==> src/include/pdsg_regs.vh <==
// Register offsets, field positions, reset values and timing counts for the peripheral clock gating block
`ifndef PDSG_REGS_VH
`define PDSG_REGS_VH
`define PDSG_NUM_PERIPH 34
`define PDSG_OFS_RUN_LO 8'h00
`define PDSG_OFS_RUN_HI 8'h04
`define PDSG_OFS_DS_LO 8'h08
`define PDSG_OFS_DS_HI 8'h0C
`define PDSG_OFS_GATE 8'h10
`define PDSG_OFS_STAT_LO 8'h14
`define PDSG_OFS_STAT_HI 8'h18
`define PDSG_OFS_MODE 8'h1C
`define PDSG_GATE_BIT 0
`define PDSG_MODE_DS_BIT 0
`define PDSG_RUN_RST 34'h000000000
`define PDSG_DS_RST 34'h000000000
`define PDSG_GATE_RST 1'b0
`define PDSG_EN_DELAY 5
`endif

==> src/logic/pdsg_enable_delay.v <==
// One peripheral's run-enable delay counter and glitch-free clock gate enable
`timescale 1ns/100ps
module pdsg_enable_delay #(
   parameter DELAY = 5
) (
   input wire clk,
   input wire sys_rst,
   input wire runEnable,
   input wire dsActive,
   input wire dsKeep,
   output reg ready_ff,
   output reg clkOn_ff
);
   reg [3:0] cnt_ff;
   reg [3:0] nxt_cnt;
   always @* begin
      nxt_cnt = cnt_ff;
      if (!runEnable) begin
         nxt_cnt = 4'h0;
      end else if (cnt_ff != DELAY[3:0]) begin
         nxt_cnt = cnt_ff + 4'h1;
      end
   end
   always @(posedge clk or posedge sys_rst) begin
      if (sys_rst) begin
         cnt_ff <= 4'h0;
         ready_ff <= 1'b0;
         clkOn_ff <= 1'b0;
      end else begin
         cnt_ff <= nxt_cnt;
         ready_ff <= runEnable && (nxt_cnt == DELAY[3:0]);
         clkOn_ff <= runEnable && (!dsActive || dsKeep);
      end
   end
endmodule

==> src/logic/pdsg_top.v <==
// Wishbone-controlled per-peripheral run and deep-sleep clock gating
`timescale 1ns/100ps
`include "pdsg_regs.vh"
// Notes on behaviour
// - Deep-sleep with gating stops unkept peripherals
// - Clock returns automatically on deep-sleep exit
// - Gating never resets peripheral state
// - Deep-sleep kept peripherals stay clocked
// - Switch off keeps settings but ignores them
// - Run-disabled peripheral gets no clock
// - Independent run and deep-sleep bit each peripheral
// - Switch off clocks like run mode
// - Run enables clear at reset
// - Enable takes five cycles; periphReady rises when done
module pdsg_top #(
   parameter NP = `PDSG_NUM_PERIPH,
   parameter EN_DELAY = `PDSG_EN_DELAY
) (
   input wire clk,
   input wire sys_rst,
   input wire cpuDeepSleep,
   input wire [7:0] wb_adr_i,
   input wire [31:0] wb_dat_i,
   input wire [3:0] wb_sel_i,
   input wire wb_we_i,
   input wire wb_cyc_i,
   input wire wb_stb_i,
   output reg [31:0] wb_dat_o,
   output reg wb_ack_o,
   output reg wb_err_o,
   output wire [NP-1:0] periphClkEn,
   output wire [NP-1:0] periphReady
);
   reg [63:0] runClkOn_ff;
   reg [63:0] dsKeepClock_ff;
   reg globalGatingSwitch_ff;
   reg dsSync1_ff;
   reg dsSync2_ff;
   wire dsActive;
   wire [63:0] readyVec;
   wire [63:0] clkVec;
   wire req;
   wire hit;
   reg [31:0] rdData;
   reg rdHit;

   // Next-state values and decoded write strobes
   reg [63:0] nxt_runClkOn;
   reg [63:0] nxt_dsKeepClock;
   reg nxt_globalGatingSwitch;
   reg nxt_ack;
   reg nxt_err;
   reg [31:0] nxt_datOut;
   wire [31:0] laneMask;
   wire [63:0] implMask;

   wire wrAccept;
   wire rdAccept;
   wire wrRunLo;
   wire wrRunHi;
   wire wrDsLo;
   wire wrDsHi;
   wire wrGate;
   genvar b;

   // Deep-sleep request comes from the processor domain boundary
   always @(posedge clk or posedge sys_rst) begin
      if (sys_rst) begin
         dsSync1_ff <= 1'b0;
         dsSync2_ff <= 1'b0;
      end else begin
         dsSync1_ff <= cpuDeepSleep;
         dsSync2_ff <= dsSync1_ff;
      end
   end
   assign dsActive = dsSync2_ff && globalGatingSwitch_ff;

   assign req = wb_cyc_i && wb_stb_i && !wb_ack_o && !wb_err_o;

   always @* begin
      rdData = 32'h00000000;
      rdHit = 1'b1;
      case (wb_adr_i)
         `PDSG_OFS_RUN_LO: rdData = runClkOn_ff[31:0];
         `PDSG_OFS_RUN_HI: rdData = runClkOn_ff[63:32];
         `PDSG_OFS_DS_LO: rdData = dsKeepClock_ff[31:0];
         `PDSG_OFS_DS_HI: rdData = dsKeepClock_ff[63:32];
         `PDSG_OFS_GATE: rdData[`PDSG_GATE_BIT] = globalGatingSwitch_ff;
         `PDSG_OFS_STAT_LO: rdData = readyVec[31:0];
         `PDSG_OFS_STAT_HI: rdData = readyVec[63:32];
         `PDSG_OFS_MODE: rdData[`PDSG_MODE_DS_BIT] = dsActive;
         default: rdHit = 1'b0;
      endcase
   end
   assign hit = rdHit;

   // The registered ack masks the still-held request for one cycle
   assign wrAccept = req && hit && wb_we_i;
   assign rdAccept = req && hit && !wb_we_i;

   // Byte lanes widen to a bit mask so a partial write leaves the other lanes alone
   generate
      for (b = 0; b < 4; b = b + 1) begin : gLane
         assign laneMask[b*8 +: 8] = {8{wb_sel_i[b]}};
      end
   endgenerate

   // Status and mode offsets are read-only: a write there is answered and dropped
   assign wrRunLo = wrAccept && (wb_adr_i == `PDSG_OFS_RUN_LO);
   assign wrRunHi = wrAccept && (wb_adr_i == `PDSG_OFS_RUN_HI);
   assign wrDsLo = wrAccept && (wb_adr_i == `PDSG_OFS_DS_LO);
   assign wrDsHi = wrAccept && (wb_adr_i == `PDSG_OFS_DS_HI);
   assign wrGate = wrAccept && (wb_adr_i == `PDSG_OFS_GATE) && wb_sel_i[0];

   // Run enables merge the written lanes into the held value
   always @* begin
      nxt_runClkOn = runClkOn_ff;
      if (wrRunLo) begin
         nxt_runClkOn[31:0] = (runClkOn_ff[31:0] & ~laneMask) | (wb_dat_i & laneMask);
      end
      if (wrRunHi) begin
         nxt_runClkOn[63:32] = (runClkOn_ff[63:32] & ~laneMask) | (wb_dat_i & laneMask);
      end
   end

   // Deep-sleep keep bits follow the same byte-lane rules
   always @* begin
      nxt_dsKeepClock = dsKeepClock_ff;
      if (wrDsLo) begin
         nxt_dsKeepClock[31:0] = (dsKeepClock_ff[31:0] & ~laneMask) | (wb_dat_i & laneMask);
      end
      if (wrDsHi) begin
         nxt_dsKeepClock[63:32] = (dsKeepClock_ff[63:32] & ~laneMask) | (wb_dat_i & laneMask);
      end
   end

   // Keep settings survive while the switch is off; only their effect is masked
   always @* begin
      nxt_globalGatingSwitch = globalGatingSwitch_ff;
      if (wrGate) begin
         nxt_globalGatingSwitch = wb_dat_i[`PDSG_GATE_BIT];
      end
   end

   always @* begin
      nxt_ack = req && hit;
      nxt_err = req && !hit;
      nxt_datOut = 32'h00000000;
      if (rdAccept) begin
         nxt_datOut = rdData;
      end
   end

   // Unimplemented peripheral bits are masked so they always read zero
   always @(posedge clk or posedge sys_rst) begin
      if (sys_rst) begin
         runClkOn_ff <= {30'h0, `PDSG_RUN_RST};
      end else begin
         runClkOn_ff <= nxt_runClkOn & implMask;
      end
   end

   always @(posedge clk or posedge sys_rst) begin
      if (sys_rst) begin
         dsKeepClock_ff <= {30'h0, `PDSG_DS_RST};
      end else begin
         dsKeepClock_ff <= nxt_dsKeepClock & implMask;
      end
   end

   always @(posedge clk or posedge sys_rst) begin
      if (sys_rst) begin
         globalGatingSwitch_ff <= `PDSG_GATE_RST;
      end else begin
         globalGatingSwitch_ff <= nxt_globalGatingSwitch;
      end
   end

   // Bus answer flops; read data is zero whenever no read is answered
   always @(posedge clk or posedge sys_rst) begin
      if (sys_rst) begin
         wb_ack_o <= 1'b0;
         wb_err_o <= 1'b0;
         wb_dat_o <= 32'h00000000;
      end else begin
         wb_ack_o <= nxt_ack;
         wb_err_o <= nxt_err;
         wb_dat_o <= nxt_datOut;
      end
   end

   // Clock gating only withholds edges; no reset reaches the peripheral here
   genvar g;
   generate
      for (g = 0; g < NP; g = g + 1) begin : gPer
         pdsg_enable_delay #(
            .DELAY(EN_DELAY)
         ) uDelay (
            .clk(clk),
            .sys_rst(sys_rst),
            .runEnable(runClkOn_ff[g]),
            .dsActive(dsActive),
            .dsKeep(dsKeepClock_ff[g]),
            .ready_ff(readyVec[g]),
            .clkOn_ff(clkVec[g])
         );
         assign implMask[g] = 1'b1;
      end

      // Padding keeps the 64-bit register views well defined
      for (g = NP; g < 64; g = g + 1) begin : gPad
         assign readyVec[g] = 1'b0;
         assign clkVec[g] = 1'b0;
         assign implMask[g] = 1'b0;
      end
   endgenerate

   assign periphClkEn = clkVec[NP-1:0];
   assign periphReady = readyVec[NP-1:0];
endmodule

==> config.mk <==
export PLATFORM = sky130hd
export DESIGN_NAME = pdsg_top
export DESIGN_NICKNAME = d
export VERILOG_FILES = /design/src/logic/pdsg_enable_delay.v /design/src/logic/pdsg_top.v
export VERILOG_INCLUDE_DIRS = /design/src /design/src/include
export SDC_FILE = /design/constraint.sdc
export NUM_CORES = 1
export LEC_CHECK = 0
export BUFFER_PORTS_ARGS = -buffer_cell sky130_fd_sc_hd__buf_2
export CAP_MARGIN = 10
export CELL_PAD_IN_SITES_DETAIL_PLACEMENT = 1
export CELL_PAD_IN_SITES_GLOBAL_PLACEMENT = 2
export CORE_ASPECT_RATIO = 0.75
export CORE_MARGIN = 10
export CORE_UTILIZATION = 36
export CTS_BUF_LIST = sky130_fd_sc_hd__clkbuf_16
export DETAILED_ROUTE_END_ITERATION = 16
export PLACE_DENSITY_LB_ADDON = 0.15
export SLEW_MARGIN = 0
export SYNTH_ARGS = -nofsm -noshare
export SYNTH_HDL_FRONTEND = slang
export SYNTH_HIERARCHICAL = 1
export SYNTH_SLANG_ARGS = --single-unit
==> constraint.sdc <==
create_clock -name clk -period 4 [get_ports clk]
set_clock_uncertainty 0.2 [all_clocks]
set_input_delay 1.2 -clock clk [delete_from_list [all_inputs] [get_ports clk]]
set_output_delay 1.2 -clock clk [all_outputs]
set_load 0.02 [all_outputs]
Word level (Yosys, flattened, before mapping) --
Cells that the tools add are included.
Operators by class: reductions and logical operators 123, bitwise gates (word level) 10, equality and inequality tests 75, muxes and demuxes 72, add/subtract/negate cells 34
Operators by type and width (count):
- 4-bit two-way mux | 68
- 31-bit one-hot mux with 6 select lines | 1
- 4-bit by 1-bit adder with 4-bit output (second input constant) | 34
- 4-bit by 3-bit equality test with 1-bit output (second input constant) | 34
- 4-bit by 3-bit != test with 1-bit output (second input constant) | 34
- 32-bit AND | 3
- 1-bit logical AND | 82
- 32-bit bitwise OR | 2
- 1-bit logical OR | 34
- 8-bit by 5-bit equality test with 1-bit output (second input constant) | 4
- 32-bit two-way mux | 1
- 32-bit NOT | 1
- 8-bit by 4-bit equality test with 1-bit output (second input constant) | 2
- 8-bit by 3-bit equality test with 1-bit output (second input constant) | 1
- 8-bit logical NOT | 1
- 1-bit one-hot mux with 8 select lines | 1
- 8-bit OR reduction | 1
- 1-bit logical NOT | 5
- 2-bit AND | 2
- 2-bit bitwise OR | 2
- 1-bit two-way mux | 1
Word-level totals: input bits 50, output and inout bits 102, word-level logic and storage cells 426, flip-flop bits (word level) 309

Logic depth before layout (Yosys ltp) --
Gate-level depths: netlist of run 1.
word-level depth 7, depth in mapped cells 6

Hierarchy --
The synthesis of run 1 kept the hierarchy.
By module, submodules not included:
- pdsg_enable_delay at gPer[10].uDelay ... | seq. area each 150.1 um^2, area an instance 331.6 um^2, times used 33, cells each 32
- pdsg_top | seq. area each 2627.5 um^2, area an instance 4574.4 um^2, times used 1, cells each 341
- pdsg_enable_delay at gPer[0].uDelay | seq. area each 150.1 um^2, area an instance 292.8 um^2, times used 1, cells each 26

Least setup slack after synthesis of run 1 --
OpenSTA, ideal clock, no wires.
kind input to register, start point input wb_adr_i[5], end point register (tool-made name), stages 5, path slack 1.157 ns, data required time 3.672 ns, arrival time 2.515 ns, cells stage by stage nor4_1 buf_4 nand4_1 nor3b_1 mux2_1
RTL lines:
- from (decl) | line pdsg_top.v:22 | input wire [7:0] wb_adr_i,

==> results of run 1 <==
==> kinds of logic (layout without fill, tap and decap cells) <==
group                    after synthesis  in the layout  share of synthesized area [%]
adder cells (fa/ha/maj)               68             68                           5.38
flip-flops                           309            309                           48.9
buffers and inverters                160            367                           3.87
XOR/XNOR                              35             35                           1.94
AND/OR/NAND/NOR                      442            442                           16.7
AO/OA/AOI/OAI                        271            271                           13.9
multiplexers                         138            138                           9.36
==> metrics by stage <==
step / instance area (um2) / total power, uW / setup slack (ns) / util, % / instances
5_1_grt: 18500 / 6910 / 0.881 / 42.7 / 2208
4_1_cts: 18500 / 6740 / 1.06 / 42.7 / 2208
3_5_place_dp: 17300 / 3370 / 0.519 / 40.0 / 2140
6_report: 18500 / 6610 / 1.06 / 42.7 / 2208
3_3_place_gp: 17300 / 3370 / 0.576 / 40.0 / 2140
2_1_floorplan: 15800 / 3270 / 1.16 / - / 1423
==> routing by layer <==
metal  part of all wire [%]  vias up  track usage (%)
met3                    3.9       50             2.89
met2                     44      134             24.0
met4                    1.3        0             2.99
li1                       -     5395                -
met1                     51     5693             23.7
met5                      0        -                0
==> layout make-up <==
class / count / area, um2 / share of cell area, %
Clock inverter: 29 / 209 / 1.13
Inverter: 136 / 514 / 2.77
Clock buffer: 39 / 976 / 5.27
Tap cell: 578 / 723 / 3.90
Timing Repair Buffer: 163 / 896 / 4.83
Multi-Input combinational cell: 954 / 7480 / 40.4
Sequential cell: 309 / 7730 / 41.7
==> worst max-delay path by stage <==
stage	from	to	slack [ns]
finish	wb_adr_i[2]	flop	1.06
global route	wb_adr_i[2]	flop	0.88
CTS	wb_adr_i[3]	flop	1.06
detailed placement	wb_adr_i[3]	flop	0.52
global placement	wb_adr_i[2]	flop	0.58
floorplan	wb_adr_i[5]	flop	1.16
==> synth_stat cells (2+ instances only) <==
cell,n
ha_1,68
nand2_1,75
buf_2,3
a22o_1,30
o211ai_1,2
and4_1,2
nor2_1,130
o21ai_0,33
nand3b_1,37
a31oi_1,35
nand4_4,6
o211a_1,33
and2b_2,33
clkbuf_1,19
nor4bb_1,2
nor3b_2,33
o21bai_1,33
nand2b_1,34
nand4_1,2
inv_1,136
a21o_1,2
and2_1,3
buf_4,2
mux2_2,2
xnor2_1,34
nand3_1,69
a22oi_1,29
nor3_1,2
nand4b_1,3
a21boi_1,3
a2111oi_2,33
and3_1,4
dfrtp_1,309
mux2i_1,68
mux2_1,67
a21oi_1,35
==> critical path: stages <==
cell     delay [ns]
buf_2          0.20
nor4b_4        0.32
buf_4          0.47
nand3_1        0.48
mux2_1         0.47
==> report_power, final <==
part           leakage (uW)  switching, uW  internal, uW
clock network      0.000612           1350          1960
registers           0.00431           4.00          3130
logic               0.00456            133          40.5
total               0.00949           1490          5130
==> load_flow_metrics.sql, run 1 <==
INSERT INTO impl_metrics (metric_group, metric, value, unit) VALUES
('status', 'status', 'complete, no violations', ''),
('grt', 'grtUsageTotal', '16.0', '%'),
('floorplanning', 'initial_core_utilization', '36.5', '%'),
('clock_network', 'tritoncts_num_sinks', '309', ''),
('setup_path', 'crit_path_end_kind', 'flop', ''),
('clock_network', 'tritoncts.num_buffers', '37', ''),
('setup_path', 'worst-endpoint-required', '4.20', 'ns'),
('final_layout', 'layout_common_cells', 'dfrtp_1 (309), buf_2 (151), inv_1 (143), nor2_1 (130), nand2_1 (75)', ''),
('power', 'static-leakage-power', '0.00949', 'uW'),
('sta', 'setup_viol_count_final', '0', ''),
('grt', 'grt_antenna_before_repair', '0', ''),
('min_path', 'holdPathEnd', 'dsSync2_ff', ''),
('floorplanning', 'placement_row_count', '66', ''),
('grt', 'vias_in_the_first_global_route', '11700', ''),
('clock_network', 'clock_tree.htree_level_count', '2', ''),
('sta', 'fin_setup_tns', '0', 'ns'),
('logic_synthesis', 'synth-warning-count', '6', ''),
('routing', 'ant_nets', '0', ''),
('clock_network', 'number_of_buffers_between_clock_root_and_the_deepest_sink', '3', ''),
('setup_path', 'worst-path-max-fanout', '31', ''),
('final_layout', 'synthToLayoutAreaGrowth', '17.2', '%'),
('logic_synthesis', 'yosys_register_bits', '309', ''),
('logic_synthesis', 'syn-instance-count', '1423', ''),
('min_path', 'timing.hold.worst.class', 'flop to flop', ''),
('routing', 'drc', '0', ''),
('final_layout', 'num-nets-final', '1719', ''),
('setup_path', 'cp.arrival', '3.14', 'ns'),
('final_layout', 'fraction_of_layout_cells_with_a_size_suffix_above_1', '20.2', '%'),
('sta', 'slew_headroom', '54.3', '%'),
('sta', 'setup_repair_after_global_routing_missed_its_margin', 'false', ''),
('routing', 'drt-vias-per-instance', '5.11', ''),
('clock_network', 'clk_root_buf', 'clkbuf_16', ''),
('logic_synthesis', 'syn-cell-area', '0.0158', 'mm2'),
('routing', 'drt_pre_antenna_iters', '4', ''),
('sta', 'worst_slew_pin_slew', '0.684', 'ns'),
('setup_path', 'ff2ff_path_depth', '5', ''),
('logic_synthesis', 'ys.flop_type', 'dfrtp_1', ''),
('routing', 'route.detailed.wl_per_inst', '19.2', 'um'),
('logic_synthesis', 'async_set_or_reset_flop_fraction_in_the_synthesized_netlist', '100', '%'),
('routing', 'initial_detailed_routing_violation_count', '594', ''),
('setup_path', 'critPathLaunchType', 'primary input', ''),
('setup_path', 'source_of_the_worst_register_to_register_timing_path', 'wb_ack_o', ''),
('grt', 'globalRoute.totalOverflow', '0', ''),
('logic_synthesis', 'synthDominantCellAreaShare', '48.9', '%'),
('sta', 'layout_worst_path_cycle_share', '73.5', '%'),
('min_path', 'hold_start', 'dsSync1_ff', ''),
('logic_synthesis', 'netlist_top_cells_area', 'dfrtp_1 (49%), ha_1 (5.4%), mux2_1 (4.8%)', ''),
('place', 'routability_driven_placement_congestion_ratio', '0.785', ''),
('logic_synthesis', 'synthesis.area_per_instance', '11.1', 'um2'),
('min_path', 'holdPathStages', '0', ''),
('clock_network', 'cts_tree', 'done', ''),
('logic_synthesis', 'number_of_flops_mapped_to_enable_cells_by_yosys', '0', ''),
('clock_network', 'clk_latency', '0.53', 'ns'),
('sta', 'final_max_slew_violation_count', '0', ''),
('routing', 'route.vias.total', '11300', ''),
('power', 'power_density', '357', 'mW/mm2'),
('logic_synthesis', 'yosysSeqAreaShare', '48.9', '%'),
('logic_synthesis', 'synth_top_area_cell', 'dfrtp_1', ''),
('routing', 'finalWirelength', '42.4', 'mm'),
('floorplanning', 'die_w', '262', 'um'),
('floorplanning', 'core_area', '0.0434', 'mm2'),
('setup_path', 'critical_path_class', 'primary input to flop', ''),
('sta', 'max_freq', '0.340', 'GHz'),
('floorplanning', 'die_height', '201', 'um'),
('setup_path', 'r2r_slack', '1.74', 'ns'),
('sta', 'min_period', '2.94', 'ns'),
('logic_synthesis', 'synth_nets', '1541', ''),
('floorplanning', 'io_pins', '152', ''),
('place', 'place.detailed.hpwl', '30.7', 'mm'),
('final_layout', 'antenna_cells_inserted', '0', ''),
('clock_network', 'worst_setup_hold_path_clk_slew', '0.06', 'ns');
(Power assumes the default switching activity.)
==> run 2, diff against run 1 <==
--- a/config.mk
+++ b/config.mk
@@ -12,7 +12,7 @@
 export CELL_PAD_IN_SITES_GLOBAL_PLACEMENT = 2
 export CORE_ASPECT_RATIO = 0.75
 export CORE_MARGIN = 10
-export CORE_UTILIZATION = 36
+export CORE_UTILIZATION = 40
 export CTS_BUF_LIST = sky130_fd_sc_hd__clkbuf_16
 export DETAILED_ROUTE_END_ITERATION = 16
 export PLACE_DENSITY_LB_ADDON = 0.15
==> constraint.sdc (replaced) <==
create_clock -name clk -period 2.9 [get_ports clk]
set_clock_uncertainty 0.2 [all_clocks]
set_input_delay 0.87 -clock clk [delete_from_list [all_inputs] [get_ports clk]]
set_output_delay 0.87 -clock clk [all_outputs]
set_load 0.02 [all_outputs]
==> load_flow_metrics.sql, run 2 (synthesized netlist as in run 1, its figures left out) <==
INSERT INTO impl_metrics (metric_group, metric, value, unit) VALUES
('floorplanning', 'floorplan.die_area', '0.0480', 'mm2'),
('setup_path', 'cpLargestDelayFamily', 'buffers and inverters', ''),
('clock_network', 'cts-resized-gates', '0', ''),
('setup_path', 'timing.critical_path.slowest_stage_cell', 'nor4b_4', ''),
('setup_path', 'crit_path_end_kind', 'flop', ''),
('grt', 'vias_in_the_first_global_route', '12100', ''),
('floorplanning', 'die_w', '250', 'um'),
('sta', 'worst_slew_pin_slew', '0.613', 'ns'),
('power', 'sw_frac_of_total', '22.8', '%'),
('routing', 'drc', '0', ''),
('clock_network', 'clock_tree.htree_level_count', '2', ''),
('sta', 'number_of_failing_hold_endpoints_at_the_final_stage', '0', ''),
('routing', 'initial_detailed_routing_violation_count', '458', ''),
('floorplanning', 'io_pins', '152', ''),
('setup_path', 'r2r_slack', '0.76', 'ns'),
('routing', 'ant_nets', '0', ''),
('grt', 'grt_max_degree', '82', ''),
('min_path', 'holdPathEnd', 'dsSync2_ff', ''),
('min_path', 'timing.hold.worst.class', 'flop to flop', ''),
('grt', 'grt_antenna_before_repair', '4', ''),
('routing', 'drt_pre_antenna_iters', '5', ''),
('routing', 'route.top_layer_used', 'met5', ''),
('sta', 'max_freq', '0.437', 'GHz'),
('floorplanning', 'core_area', '0.0386', 'mm2'),
('clock_network', 'worst_setup_hold_path_clk_slew', '0.06', 'ns'),
('min_path', 'hold_start', 'dsSync1_ff', ''),
('setup_path', 'ff2ff_path_depth', '6', ''),
('final_layout', 'most_common_library_cell_in_the_layout_ignoring_fill_and_taps', 'dfrtp_1', ''),
('setup_path', 'slowest_delay', '0.41', 'ns'),
('grt', 'globalRoute.totalOverflow', '0', ''),
('setup_path', 'source_of_the_worst_register_to_register_timing_path', 'wb_ack_o', ''),
('sta', 'setup_viol_count_final', '0', ''),
('min_path', 'holdPathStages', '0', ''),
('routing', 'met3RoutedLength', '1.60', 'mm'),
('grt', 'grtUsageTotal', '17.6', '%'),
('sta', 'min_period', '2.29', 'ns'),
('clock_network', 'number_of_buffers_between_clock_root_and_the_deepest_sink', '3', ''),
('clock_network', 'post-cts-setup-buffers', '0', ''),
('power', 'p_switching', '2000', 'uW'),
('setup_path', 'path_cells', 'buf_2 -> nor4b_4 -> buf_4 -> nand3_1 -> buf_4 -> mux2_1', ''),
('place', 'place.port_buffers', '151', ''),
('floorplanning', 'die_height', '192', 'um'),
('setup_path', 'cp.arrival', '2.48', 'ns'),
('routing', 'met1_wl', '20.3', 'mm'),
('sta', 'layout_worst_path_cycle_share', '78.9', '%'),
('setup_path', 'critPathLaunchType', 'primary input', ''),
('sta', 'setup_repair_after_global_routing_missed_its_margin', 'false', ''),
('floorplanning', 'initial_core_utilization', '40.9', '%'),
('setup_path', 'worst-endpoint-required', '3.09', 'ns'),
('place', 'routability_driven_placement_congestion_ratio', '0.781', ''),
('final_layout', 'num-nets-final', '1732', ''),
('power', 'clkPwrFrac', '47.9', '%'),
('routing', 'route.vias.total', '11400', ''),
('floorplanning', 'placement_row_count', '62', ''),
('clock_network', 'clk_latency', '0.53', 'ns'),
('status', 'status', 'complete, no violations', ''),
('power', 'static-leakage-power', '0.00950', 'uW'),
('final_layout', 'synthToLayoutAreaGrowth', '16.8', '%'),
('routing', 'met2_wire_len', '19.7', 'mm'),
('clock_network', 'cts_tree', 'done', ''),
('clock_network', 'tritoncts_num_sinks', '309', ''),
('job', 'number_of_max_capacitance_violations_reported', '0', ''),
('power', 'totalPowerFinal', '8770', 'uW'),
('routing', 'finalWirelength', '42.3', 'mm'),
('power', 'max-vdd-ir-drop', '0.265', 'mV'),
('power', 'intPower', '6770', 'uW'),
('sta', 'final_max_slew_violation_count', '0', ''),
('final_layout', 'layout_common_cells', 'dfrtp_1 (309), buf_2 (151), inv_1 (139), nor2_1 (130), nand2_1 (75)', ''),
('setup_path', 'critical_path_class', 'primary input to flop', ''),
('clock_network', 'clk_root_buf', 'clkbuf_16', ''),
('final_layout', 'fraction_of_layout_cells_with_a_size_suffix_above_1', '20.9', '%'),
('grt', 'grt_first_pass_wirelength', '68.8', 'mm'),
('clock_network', 'cts_hold_buf', '0', ''),
('power', 'power_density', '475', 'mW/mm2'),
('routing', 'drt-vias-per-instance', '5.29', ''),
('sta', 'slew_headroom', '59.1', '%'),
('place', 'place.detailed.hpwl', '31.0', 'mm'),
('setup_path', 'timing.critical_path.mode_cell', 'buf_4', ''),
('setup_path', 'worst-path-max-fanout', '14', ''),
('power', 'power.share.sequential', '49.3', '%'),
('routing', 'route.detailed.wl_per_inst', '19.7', 'um'),
('power', 'power.share.combinational', '2.8', '%'),
('clock_network', 'tritoncts.num_buffers', '36', ''),
('setup_path', 'path_buf_inv', '3', ''),
('sta', 'fin_setup_tns', '0', 'ns');
run 2: how the worst max path moves through the flow:
stage	start	end	cells after the start
finish	wb_adr_i[2]	flop	6
global route	wb_adr_i[2]	flop	6
CTS	wb_adr_i[2]	flop	6
detailed placement	wb_adr_i[3]	flop	6
global placement	wb_adr_i[3]	flop	6
floorplan	wb_adr_i[5]	flop	5
run 2: layout make-up:
| class | instances | area, um2 |
|---|---|---|
| multi-input cells | 954 | 7480 |
| clock buffers | 37 | 926 |
| clock inverters | 25 | 139 |
| flip-flops and latches | 309 | 7730 |
| fillers | 4196 | 20200 |
| well taps | 512 | 641 |
| diodes | 1 | 2.50 |
| repair buffers | 177 | 1030 |
| inverters | 136 | 514 |
run 2: stage by stage:
stage | hold WS [ns] | util (%) | worst slack (ns) | cells | area, um2
final | 0.174 | 47.8 | 0.611 | 2151 | 18500
after global routing | 0.180 | 47.8 | 0.530 | 2151 | 18500
after CTS | 0.171 | 47.8 | 0.627 | 2150 | 18500
after detailed placement | 0.157 | 45.0 | 0.101 | 2088 | 17400
after global placement | 0.162 | 45.0 | 0.136 | 2088 | 17400
after floorplan | 0.131 | - | 0.387 | 1423 | 15800
run 2: power by group through the flow:
stage	clock network (uW)	logic (uW)	registers [uW]
6_report	4200	244	4320
2_1_floorplan	0	113	4400
4_1_cts	4340	253	4320
5_1_grt	4560	276	4320
3_5_place_dp	0	254	4400
3_3_place_gp	0	248	4400
run 2: worst register-to-register path, delay by kind of cell (launching register included):
kind | cells | cell delay [ns]
flip-flops | 1 | 0.37
AND/OR/NAND/NOR | 3 | 0.69
buffers and inverters | 2 | 0.34
multiplexers | 1 | 0.39
run 2: routing by layer:
| metal | track usage [%] | up-vias |
|---|---|---|
| met2 | 28.7 | 145 |
| li1 | - | 5412 |
| met5 | 0 | - |
| met1 | 23.9 | 5763 |
| met4 | 3.81 | 4 |
| met3 | 3.35 | 48 |
==> run 3, diff against run 2 <==
--- a/config.mk
+++ b/config.mk
@@ -12,7 +12,7 @@
 export CELL_PAD_IN_SITES_GLOBAL_PLACEMENT = 2
 export CORE_ASPECT_RATIO = 0.75
 export CORE_MARGIN = 10
-export CORE_UTILIZATION = 40
+export CORE_UTILIZATION = 36
 export CTS_BUF_LIST = sky130_fd_sc_hd__clkbuf_16
 export DETAILED_ROUTE_END_ITERATION = 16
 export PLACE_DENSITY_LB_ADDON = 0.15
==> constraint.sdc (replaced) <==
create_clock -name clk -period 1.9 [get_ports clk]
set_clock_uncertainty 0.2 [all_clocks]
set_input_delay 0.57 -clock clk [delete_from_list [all_inputs] [get_ports clk]]
set_output_delay 0.57 -clock clk [all_outputs]
set_load 0.02 [all_outputs]
==> load_flow_metrics.sql, run 3 (synthesized netlist as in run 1, its figures left out) <==
INSERT INTO impl_metrics (metric_group, metric, value, unit) VALUES
('routing', 'drc', '0', ''),
('final_layout', 'final.fill_count', '4730', ''),
('place', 'routability_driven_placement_congestion_ratio', '0.776', ''),
('setup_path', 'cpLargestDelayFamily', 'simple AND/OR/NAND/NOR gates', ''),
('clock_network', 'worst_setup_hold_path_clk_slew', '0.06', 'ns'),
('grt', 'grtUsageTotal', '16.7', '%'),
('sta', 'max_freq', '0.480', 'GHz'),
('sta', 'layout_worst_path_cycle_share', '110', '%'),
('floorplanning', 'die_w', '262', 'um'),
('routing', 'met2_wire_len', '20.6', 'mm'),
('setup_path', 'worst-path-max-fanout', '8', ''),
('setup_path', 'timing.critical_path.slowest_stage_cell', 'dfrtp_1', ''),
('sta', 'number_of_failing_hold_endpoints_at_the_final_stage', '0', ''),
('clock_network', 'clk_latency', '0.53', 'ns'),
('routing', 'met1_wl', '21.8', 'mm'),
('clock_network', 'number_of_buffers_between_clock_root_and_the_deepest_sink', '3', ''),
('floorplanning', 'floorplan.die_area', '0.0528', 'mm2'),
('place', 'place_ws', '-0.534', 'ns'),
('clock_network', 'tritoncts_num_sinks', '309', ''),
('place', 'detailed_place.area', '0.0179', 'mm2'),
('clock_network', 'tritoncts.num_buffers', '35', ''),
('grt', 'vias_in_the_first_global_route', '12200', ''),
('setup_path', 'worst-endpoint-required', '2.09', 'ns'),
('sta', 'setup_repair_after_global_routing_missed_its_margin', 'true', ''),
('grt', 'grt_max_degree', '37', ''),
('routing', 'route.top_layer_used', 'met5', ''),
('routing', 'finalWirelength', '44.9', 'mm'),
('floorplanning', 'core_area', '0.0434', 'mm2'),
('sta', 'worst_slew_pin_slew', '0.471', 'ns'),
('routing', 'met3RoutedLength', '1.83', 'mm'),
('power', 'power_density', '703', 'mW/mm2'),
('floorplanning', 'placement_row_count', '66', ''),
('place', 'place.port_buffers', '151', ''),
('place', 'place.detailed.hpwl', '32.4', 'mm'),
('sta', 'min_period', '2.08', 'ns'),
('grt', 'globalRoute.totalOverflow', '0', ''),
('setup_path', 'slowest_delay', '0.39', 'ns'),
('clock_network', 'clock_tree.htree_level_count', '2', ''),
('routing', 'route.vias.total', '11500', ''),
('final_layout', 'most_common_library_cell_in_the_layout_ignoring_fill_and_taps', 'dfrtp_1', ''),
('final_layout', 'fraction_of_layout_cells_with_a_size_suffix_above_1', '28.6', '%'),
('setup_path', 'critical_path_class', 'flop to flop', ''),
('place', 'placed_cells_incl_taps', '2190', ''),
('final_layout', 'register_area', '0.00773', 'mm2'),
('final_layout', 'layout_common_cells', 'dfrtp_1 (307), inv_1 (140), buf_2 (132), nor2_1 (109), nand2_1 (73)', ''),
('final_layout', 'area_occupied_by_multi_input_gates', '0.00786', 'mm2'),
('setup_path', 'cp.arrival', '2.28', 'ns'),
('sta', 'fin_setup_tns', '-9.71', 'ns'),
('final_layout', 'num-nets-final', '1785', ''),
('clock_network', 'cts_tree', 'done', ''),
('sta', 'setup_viol_count_final', '92', ''),
('status', 'failing_checks', 'negative setup slack', ''),
('routing', 'drt_pre_antenna_iters', '4', ''),
('power', 'max-vdd-ir-drop', '0.536', 'mV'),
('setup_path', 'path_buf_inv', '1', ''),
('status', 'status', 'finished, violations left', ''),
('grt', 'grt_antenna_before_repair', '5', ''),
('routing', 'route.detailed.wl_per_inst', '19.8', 'um'),
('final_layout', 'synthToLayoutAreaGrowth', '24.3', '%'),
('final_layout', 'post-route-cell-area', '0.0196', 'mm2'),
('power', 'static-leakage-power', '0.0101', 'uW'),
('sta', 'slew_headroom', '68.6', '%'),
('routing', 'ant_nets', '0', ''),
('setup_path', 'path_cells', 'nor4bb_2 -> buf_4 -> and3_4 -> nand4_4 -> mux2_1', ''),
('routing', 'drt-vias-per-instance', '5.07', ''),
('job', 'number_of_max_capacitance_violations_reported', '0', ''),
('setup_path', 'crit_path_end_kind', 'flop', ''),
('final_layout', 'post_layout_nonfiller_instances', '2269', ''),
('sta', 'post_route_worst_setup_slack', '-0.184', 'ns'),
('grt', 'grt_first_pass_wirelength', '70.8', 'mm'),
('floorplanning', 'die_height', '201', 'um'),
('routing', 'initial_detailed_routing_violation_count', '457', ''),
('min_path', 'timing.hold.worst.class', 'primary input to flop', ''),
('floorplanning', 'io_pins', '152', ''),
('setup_path', 'critPathLaunchType', 'flop', ''),
('sta', 'final_max_slew_violation_count', '0', ''),
('clock_network', 'clk_root_buf', 'clkbuf_16', ''),
('floorplanning', 'initial_core_utilization', '36.5', '%');
run 3: cell types whose count changed in the layout (fill, tap and decap cells not counted), moves of 18 or more:
cell	previous run	this run
buf_4	20	63
nor2_2	0	18
buf_6	0	19
buf_2	151	132
mux2_1	67	11
mux2_4	0	56
nor2_1	130	109
run 3: metal layers:
metal,vias to the layer above,GRT usage [%]
li1,5511,-
met1,5811,23.1
met2,130,26.7
met4,2,3.61
met3,50,3.36
met5,-,0
run 3: cell type report:
cell class	count	share of cell area [%]
tap	578	3.68
multi-input combinational	954	40.0
clock inverter	20	0.962
sequential	309	39.4
timing repair buffer	231	8.58
inverter	136	2.62
antenna	4	0.0510
clock buffer	37	4.71
run 3: worst paths after layout:
check	from	endpoint	slack [ns]	cells after the start
min in group asynchronous	sys_rst	gPer[12].uDelay/ready_ff	0.57	3
max in group asynchronous	sys_rst	asynchronous set/reset pin	0.34	4
hold / removal	wb_dat_i[22]	flop	0.08	2
hold reg to reg	dsSync1_ff	dsSync2_ff	0.16	0
setup / recovery	wb_err_o	flop	-0.18	5
setup reg to reg	wb_err_o	flop	-0.18	5
run 3: power by group:
part	total [uW]	internal, uW	switching, uW
Sequential	6600	6590	9.20
Combinational	438	132	306
Clock	6780	4030	2750
Total	13800	10800	3060
run 3: repair_timing:
item,in CTS,in global routing
hold endpoints to repair,65,0
hold buffers,2,0
setup endpoints to repair,98,117
gates cloned,1,2
gates resized for setup,81,42
setup buffers,11,5
pin swaps,7,5
run 3: through the flow:
stage               power [uW]  hold slack [ns]  utilization (%)
detailed placement        7150            0.148             41.3
CTS                      14100           0.0637             44.8
global route             14400           0.0771             45.3
floorplan                 6900            0.131                -
finish                   13800           0.0818             45.3
global placement          7140            0.150             41.3
